===== src/hli_pkg.sv =====
// Purpose: shared constants and types for the interrupt gating block
// Assumes: one 20 MHz clock, plain strobe register port
// Notes:   offsets are byte addresses on an 8-bit address port
package hli_pkg;
  localparam int unsigned HLI_DW  = 32;
  localparam int unsigned HLI_AW  = 8;
  localparam int unsigned HLI_TXN = 8;

  // register byte offsets
  localparam logic [7:0] HLI_OFS_EVT_SET  = 8'h80;
  localparam logic [7:0] HLI_OFS_EVT_CLR  = 8'h84;
  localparam logic [7:0] HLI_OFS_MASK_SET = 8'h88;
  localparam logic [7:0] HLI_OFS_MASK_CLR = 8'h8c;
  localparam logic [7:0] HLI_OFS_TXEV_SET = 8'h90;
  localparam logic [7:0] HLI_OFS_TXEV_CLR = 8'h94;
  localparam logic [7:0] HLI_OFS_TXMK_SET = 8'h98;
  localparam logic [7:0] HLI_OFS_TXMK_CLR = 8'h9c;

  // bit positions in the mask and main event words
  localparam int unsigned HLI_BIT_GATE  = 31;
  localparam int unsigned HLI_BIT_MAKER = 30;
  localparam int unsigned HLI_BIT_SOFT  = 29;
  localparam int unsigned HLI_BIT_ISOTX = 6;

  // writable mask bits: 28 and 14..10 are reserved
  localparam logic [31:0] HLI_MASK_RW  = 32'hefff_83ff;
  localparam logic [31:0] HLI_MASK_RST = 32'h0000_0000;
  localparam logic [7:0]  HLI_TX_RW    = 8'hff;
  localparam logic [7:0]  HLI_TX_RST   = 8'h00;
  localparam logic [31:0] HLI_RD_ZERO  = 32'h0000_0000;
  localparam logic [23:0] HLI_TX_PAD   = 24'h00_0000;

  typedef struct packed {
    logic [7:0]  addr;
    logic [31:0] wdata;
    logic        wr;
    logic        rd;
  } hli_bus_t;

  typedef struct packed {
    logic        irq;
    logic        maker_irq;
    logic        soft_irq;
    logic        tx_sum;
    logic [31:0] rd_data;
  } hli_top_st_t;
endpackage : hli_pkg


===== src/hli_irq_top.sv =====
// Purpose: interrupt mask and isochronous transmit event logic
// Assumes: one clock, register port answers one cycle after a read strobe
// Notes:   latched main events arrive from outside; bit 6 is built here
// Function
// - mask read at either offset, no side effects
// - mask bits set/cleared by writing ones
// - mask bits below 30 gate same event
// - gate bit 31 low blocks external interrupt
// - maker interrupt needs mask30 and event30
// - software interrupt needs mask29 and event29
// - bits 27..20 need mask and event
// - bits 19..15 need mask and event
// - bits 9..0 need mask and event
// - reserved mask bits read zero, ignore writes
// - context final output completion raises flag
// - flag set by request edge or write
// - flag cleared only by clear write
// - tx clear read returns events AND mask
// - eight flags in bits 7..0, rest zero
// - event bit 6 is OR of masked flags
// - main event read returns events AND mask
// - tx mask register with set/clear offsets
`timescale 1ns/1ns
`default_nettype none
module hli_irq_top
  import hli_pkg::*;
(
  input  wire logic                  mclk,                 // 20 MHz clock
  input  wire logic                  srst,                 // sync reset, high
  input  wire hli_pkg::hli_bus_t     bus,                  // register port request
  output logic        [31:0]         rd_data,              // read data, cycle after rd
  input  wire logic   [31:0]         main_event_in,        // latched main event bits
  input  wire logic   [7:0]          tx_ctx_irq,           // context completion requests
  output logic                       irq,                  // external interrupt level
  output logic                       maker_extra_irq,      // maker extra interrupt
  output logic                       software_raised_irq,  // software raised interrupt
  output logic                       iso_tx_summary,       // unlatched tx summary
  output logic        [7:0]          tx_context_flag       // tx context flags
);
  import hli_pkg::*;

  hli_top_st_t st;
  hli_top_st_t next_st;

  logic [31:0] mask;
  logic [7:0]  tx_mask;
  logic [7:0]  tx_ev;
  logic [7:0]  tx_rise;
  logic [31:0] mask_set;
  logic [31:0] mask_clr;
  logic [7:0]  txev_set;
  logic [7:0]  txev_clr;
  logic [7:0]  txmk_set;
  logic [7:0]  txmk_clr;
  logic        tx_sum_now;
  logic [31:0] ev_eff;
  logic [31:0] ev_masked;

  // write decode; zero writes leave bits alone
  always_comb begin
    mask_set = (bus.wr && bus.addr == HLI_OFS_MASK_SET) ? bus.wdata : HLI_RD_ZERO;
    mask_clr = (bus.wr && bus.addr == HLI_OFS_MASK_CLR) ? bus.wdata : HLI_RD_ZERO;
    txev_set = (bus.wr && bus.addr == HLI_OFS_TXEV_SET) ? bus.wdata[7:0] : HLI_TX_RST;
    txev_clr = (bus.wr && bus.addr == HLI_OFS_TXEV_CLR) ? bus.wdata[7:0] : HLI_TX_RST;
    txmk_set = (bus.wr && bus.addr == HLI_OFS_TXMK_SET) ? bus.wdata[7:0] : HLI_TX_RST;
    txmk_clr = (bus.wr && bus.addr == HLI_OFS_TXMK_CLR) ? bus.wdata[7:0] : HLI_TX_RST;
  end

  // main mask; no hardware path into it, gate bit included
  hli_setclr_reg #(
    .W   (32),
    .RW  (HLI_MASK_RW),
    .RST (HLI_MASK_RST)
  ) u_mask (
    .mclk   (mclk),
    .srst   (srst),
    .sw_set (mask_set),
    .sw_clr (mask_clr),
    .hw_set (HLI_RD_ZERO),
    .q      (mask)
  );

  hli_setclr_reg #(
    .W   (8),
    .RW  (HLI_TX_RW),
    .RST (HLI_TX_RST)
  ) u_txmask (
    .mclk   (mclk),
    .srst   (srst),
    .sw_set (txmk_set),
    .sw_clr (txmk_clr),
    .hw_set (HLI_TX_RST),
    .q      (tx_mask)
  );

  // completion requests latch on their rising edge only
  hli_edge_det #(
    .W (8)
  ) u_edge (
    .mclk (mclk),
    .srst (srst),
    .lvl  (tx_ctx_irq),
    .rise (tx_rise)
  );

  hli_setclr_reg #(
    .W   (8),
    .RW  (HLI_TX_RW),
    .RST (HLI_TX_RST)
  ) u_txev (
    .mclk   (mclk),
    .srst   (srst),
    .sw_set (txev_set),
    .sw_clr (txev_clr),
    .hw_set (tx_rise),
    .q      (tx_ev)
  );

  always_comb begin
    tx_sum_now = |(tx_ev & tx_mask);
    ev_eff = main_event_in;
    ev_eff[HLI_BIT_ISOTX] = tx_sum_now;
    ev_eff[HLI_BIT_GATE] = 1'b0;
    // each enable lines up with its own event bit
    ev_masked = ev_eff & mask & HLI_MASK_RW;
  end

  always_comb begin
    next_st = st;
    next_st.tx_sum = tx_sum_now;
    // gate off keeps the pin low whatever else is enabled
    next_st.irq = mask[HLI_BIT_GATE] & (|ev_masked);
    next_st.maker_irq = mask[HLI_BIT_MAKER] & ev_eff[HLI_BIT_MAKER];
    next_st.soft_irq = mask[HLI_BIT_SOFT] & ev_eff[HLI_BIT_SOFT];
    // data stands only in the cycle after the strobe
    next_st.rd_data = HLI_RD_ZERO;
    if (bus.rd) begin
      unique case (bus.addr)
        HLI_OFS_EVT_SET, HLI_OFS_EVT_CLR: next_st.rd_data = ev_masked;
        HLI_OFS_MASK_SET, HLI_OFS_MASK_CLR: next_st.rd_data = mask;
        HLI_OFS_TXEV_SET: next_st.rd_data = {HLI_TX_PAD, tx_ev};
        HLI_OFS_TXEV_CLR: next_st.rd_data = {HLI_TX_PAD, tx_ev & tx_mask};
        HLI_OFS_TXMK_SET, HLI_OFS_TXMK_CLR: next_st.rd_data = {HLI_TX_PAD, tx_mask};
        default: next_st.rd_data = HLI_RD_ZERO;
      endcase
    end
  end

  always_ff @(posedge mclk) begin
    if (srst) begin
      st <= '0;
    end else begin
      st <= next_st;
    end
  end

  assign rd_data             = st.rd_data;
  assign irq                 = st.irq;
  assign maker_extra_irq     = st.maker_irq;
  assign software_raised_irq = st.soft_irq;
  assign iso_tx_summary      = st.tx_sum;
  assign tx_context_flag     = tx_ev;

  // two checks per event position; bit 6 and the gate bit are built here
  for (genvar j = 0; j < HLI_DW; j++) begin : g_ev_chk
    if (j != HLI_BIT_ISOTX && j != HLI_BIT_GATE) begin : g_ev

    end
  end

  // per context: a request edge sets, only a clear write drops
  for (genvar c = 0; c < HLI_TXN; c++) begin : g_ctx_chk

  end
endmodule : hli_irq_top
`default_nettype wire


===== src/hli_edge_det.sv =====
// Purpose: per-bit rising edge detector for context interrupt requests
// Assumes: inputs synchronous to mclk
// Notes:   a request already high at reset release counts as an edge
`timescale 1ns/1ns
`default_nettype none
module hli_edge_det
  import hli_pkg::*;
#(
  parameter int unsigned W = 8
) (
  input  wire logic         mclk,  // clock
  input  wire logic         srst,  // sync reset
  input  wire logic [W-1:0] lvl,   // request levels
  output logic      [W-1:0] rise   // one-cycle edge pulses
);
  typedef struct packed {
    logic [W-1:0] prev;
  } hli_edge_st_t;

  hli_edge_st_t st;
  hli_edge_st_t next_st;

  always_comb begin
    next_st.prev = lvl;
  end

  always_ff @(posedge mclk) begin
    if (srst) begin
      st.prev <= '0;
    end else begin
      st <= next_st;
    end
  end

  for (genvar i = 0; i < W; i++) begin : g_bit
    assign rise[i] = lvl[i] & ~st.prev[i];
  end
endmodule : hli_edge_det
`default_nettype wire


===== src/hli_setclr_reg.sv =====
// Purpose: set/clear register with write-one semantics and hardware set
// Assumes: sw set and clear never in the same cycle
// Notes:   a hardware set beats a clear in the same cycle
`timescale 1ns/1ns
`default_nettype none
module hli_setclr_reg
  import hli_pkg::*;
#(
  parameter int unsigned    W   = 32,
  parameter logic [W-1:0]   RW  = '1,
  parameter logic [W-1:0]   RST = '0
) (
  input  wire logic         mclk,    // clock
  input  wire logic         srst,    // sync reset
  input  wire logic [W-1:0] sw_set,  // write-one set
  input  wire logic [W-1:0] sw_clr,  // write-one clear
  input  wire logic [W-1:0] hw_set,  // hardware set pulses
  output logic      [W-1:0] q        // current contents
);
  typedef struct packed {
    logic [W-1:0] val;
  } hli_scr_st_t;

  hli_scr_st_t st;
  hli_scr_st_t next_st;

  always_comb begin
    // set terms applied after the clear so an event is never lost
    next_st.val = ((st.val & ~sw_clr) | sw_set | hw_set) & RW;
  end

  always_ff @(posedge mclk) begin
    if (srst) begin
      st.val <= RST;
    end else begin
      st <= next_st;
    end
  end

  assign q = st.val;
endmodule : hli_setclr_reg
`default_nettype wire


===== config.mk =====
export PLATFORM = sky130hd
export DESIGN_NAME = hli_irq_top
export DESIGN_NICKNAME = d
export VERILOG_FILES = /design/src/hli_pkg.sv /design/src/hli_irq_top.sv /design/src/hli_edge_det.sv /design/src/hli_setclr_reg.sv
export SDC_FILE = /design/constraint.sdc
export NUM_CORES = 1
export LEC_CHECK = 0
export ABC_AREA = 1
export ABC_CLOCK_PERIOD_IN_PS = 1020
export BUFFER_PORTS_ARGS = -buffer_cell sky130_fd_sc_hd__buf_2
export CAP_MARGIN = 30
export CORE_ASPECT_RATIO = 1.75
export CORE_UTILIZATION = 30
export DETAILED_ROUTE_END_ITERATION = 10
export GPL_TIMING_DRIVEN = 0
export PLACE_DENSITY_LB_ADDON = 0.2
export SYNTH_ARGS = -nofsm -noshare
export SYNTH_HDL_FRONTEND = slang
export SYNTH_SLANG_ARGS = --single-unit

===== constraint.sdc =====
create_clock -name mclk -period 1.02 [get_ports mclk]
set_input_delay 0.051 -clock mclk [delete_from_list [all_inputs] [get_ports mclk]]
set_output_delay 0.051 -clock mclk [all_outputs]
set_load 0.05 [all_outputs]

==> results by group <==
Timing
  – Final hold vios: 2
  – TNS Setup: -134.0 ps
  – Least-Margin Pin Slew: approximately 670 ps
  – Max Clk Rate: ~900 MHz
  – Final Cycle Share: 1.092
  – Final worst setup slack: -93.65 ps
  – Max transition margin: 0.5537
  – Final min period: about 1100 ps
  – RSZ-0062 raised after global routing: true
  – Worst Hold Margin: -23.67 ps
  – Endpoints failing setup: 4
  – Max Clock Skew: approximately 8.5 ps
  – Max-slew violations: 0

Yosys
  – Yosys cell types: 28
  – Async set or reset register ratio after synthesis: 0
  – Top FF cell, synth: dfxtp_1
  – Count of flip-flops with a built-in enable after synthesis: 0
  – Register area share after synthesis: 0.4449
  – Mapped cell area: around 3600 µm²
  – Warnings, synthesis: 0
  – Synth Register Bits: 80
  – Avg Synthesized Cell Area: slightly above 7 µm²
  – Syn Inst Count: between 500 and 600

Clock tree
  – Clk Latency, worst-skew pair: roughly 340 ps
  – TritonCTS buffer count: 9
  – CTS Sinks: 80
  – H-tree Lvls: 3
  – Worst-path clk slew: roughly 60 ps
  – # hold bufs at CTS: 50
  – TritonCTS clock tree: yes
  – Clock buffer depth: 2
  – CTS Root Cell: clkbuf_16

Worst setup path
  – Crit path launch type: register
  – CP delay by family, top: simple AND/OR/NAND/NOR gates
  – WP data arrival: about 1300 ps
  – Slowest cell on crit path: dfxtp_4
  – Critical path class: reg2reg
  – Number of buffers and inverters on the critical path: 0
  – CP Max Fanout: 4
  – Crit path required time: about 1200 ps
  – R2r setup slk: -90 ps
  – Slowest stage delay, CP: around 360 ps
  – Cells along the critical path: nand2_2 -> nand2_2 -> nor2_2 -> nand2_1 -> nand3_1 -> nand3_1 -> nor2_1 -> nor2_1
  – Crit end category: register

Cells and area
  – Diodes inserted: 0
  – Design area: 5389 µm²
  – Area added between synthesis and finish: 49.70%
  – Layout cells sized above 1: 0.3156
  – Fin nets: 776
  – Commonest non-fill, non-tap cells in the layout: 127 x nand2_1, 97 x buf_2, 66 x dfxtp_1, 55 x nor2_1, 51 x inv_1
  – Leading cell type in the layout, fill and taps excluded: nand2_1

Detailed routing
  – Vias per cell: roughly 4.6
  – WL final: roughly 11,000 µm
  – # DRC: 11
  – Vias: approximately 3,800
  – Avg WL per Cell: about 14 µm
  – DRT Pass-1 Iters: 8
  – ANT nets after route: 0
  – Initial DRC Count: 170

Placed design
  – DP HPWL: between 8000 and 9000 µm
  – I/O Buffers: between 100 and 150
  – Placed Area: 4343 µm²
  – Routability congestion estimate: around 0.86
  – Post-Place Worst Slack: -461.5 ps

Job
  – Number of max-cap violations: 0

Global route
  – Vias in the first global route: 3,865
  – Initial antenna violation count: 0
  – GRT overflow: 0
  – Pin count of the biggest net entering global routing: 15
  – GRT Overall Usage: 0.1913
  – First-pass GRT wire length: between 15,000 and 20,000 µm

Run status
  – Run status: finished, violations left
  – Failing checks: DRC, hold timing, setup timing

Floorplanning
  – Initial Util: 0.3091
  – Die Ht: ~150 µm
  – Die area: approximately 12,000 µm²
  – Row Count: between 50 and 60
  – Core area: between 10,000 and 15,000 µm²
  – Die width: about 85 µm
  – I/O pins: about 130

Pwr
  – Total power: ~7.2 mW
  – Power Dens Cells: 1343 nW/µm²
  – Max VDD drop: about 780 µV
  – Lkg Pwr: approximately 2.5 nW

Hold path
  – Hold Path Class: in2reg
-- layer usage --
layer,vias to the layer above,wire length (µm),GRT usage,part of all wire
met2,109,6318,0.3752,0.55
li1,1967,-,-,-
met1,1715,4429,0.1895,0.39
met4,0,291,0.08814,0.025
met3,19,437,0.03427,0.038
met5,-,0,0,0
-- metrics by stage --
step,std cells,utilization
2_1_floorplan,516,-
3_3_place_gp,756,0.3729
3_5_place_dp,756,0.3729
4_1_cts,823,0.4462
5_1_grt,832,0.4627
6_report,832,0.4627
-- repair_timing --
| action | 4_1_cts | 5_1_grt |
|---|---|---|
| setup buffers | 1 | 10 |
| endpoints found under the hold margin | 54 | 1 |
| gates resized for setup | 17 | 46 |
| pin swaps | 7 | 10 |
| endpoints found under the setup margin | 39 | 52 |
-- worst min-delay path: stages --
cell and delay, ps:
buf_2 110, nand2_2 70, nor2_1 40
-- logic make-up (layout without fill, tap and decap cells) --
| family | Yosys count | in the layout | share of synthesized area |
|---|---|---|---|
| buf+inv | 76 | 257 | 0.09801 |
| flops | 80 | 80 | 0.4449 |
| simple gates | 252 | 252 | 0.3128 |
| compound gates | 102 | 102 | 0.1432 |
| other cells | 1 | 6 | 0.001042 |
-- final timing paths --
path                               start  cells after the start                              to
setup / recovery  u_txev.q[6]$_SDFF_PP0_                      8           rd_data[6]$_SDFF_PP0_
hold / removal         main_event_in[29]                      3  software_raised_irq$_SDFF_PP0_
setup reg to reg  u_txev.q[6]$_SDFF_PP0_                      8           rd_data[6]$_SDFF_PP0_
hold reg to reg   u_mask.q[8]$_SDFF_PP0_                      2           rd_data[8]$_SDFF_PP0_
-- area by class of cell --
cell class	instances	area, µm²
fillers	1203	6257
multi-input cells	360	1775
flip-flops and latches	80	1639
repair buffers	165	1152
clock buffers	9	225.2
inverters	56	211.5
well taps	135	168.9
plain buffers	20	147.6
clock inverters	7	68.82
-- flip-flops by register name, summed over array words and instances, names as in the netlist --
signal               cells
maker_extra_irq          1
iso_tx_summary           1
u_txev.q                 8
rd_data                 26
irq                      1
software_raised_irq      1
u_txmask.q               8
u_mask.q                26
u_edge.st                8
-- Yosys cell counts, drive strengths merged (2+ instances only) --
cell type	instances	area (µm²)
nand4	10	68.81
nand2	147	581.8
inv	55	206.4
a211oi	2	15.01
buf	17	130.1
nand3	13	77.58
clkbuf	3	11.26
or2	8	50.05
dfxtp	80	1602
a21oi	43	215.2
nor2	72	336.6
o21ai	57	285.3
-- power by group --
part           total [mW]  switching (mW)  internal, mW
Sequential           3.21          0.0448          3.16
Combinational       0.795           0.442         0.354
Clock                3.23            1.33          1.90
Power figures use the tool's default switching activity.
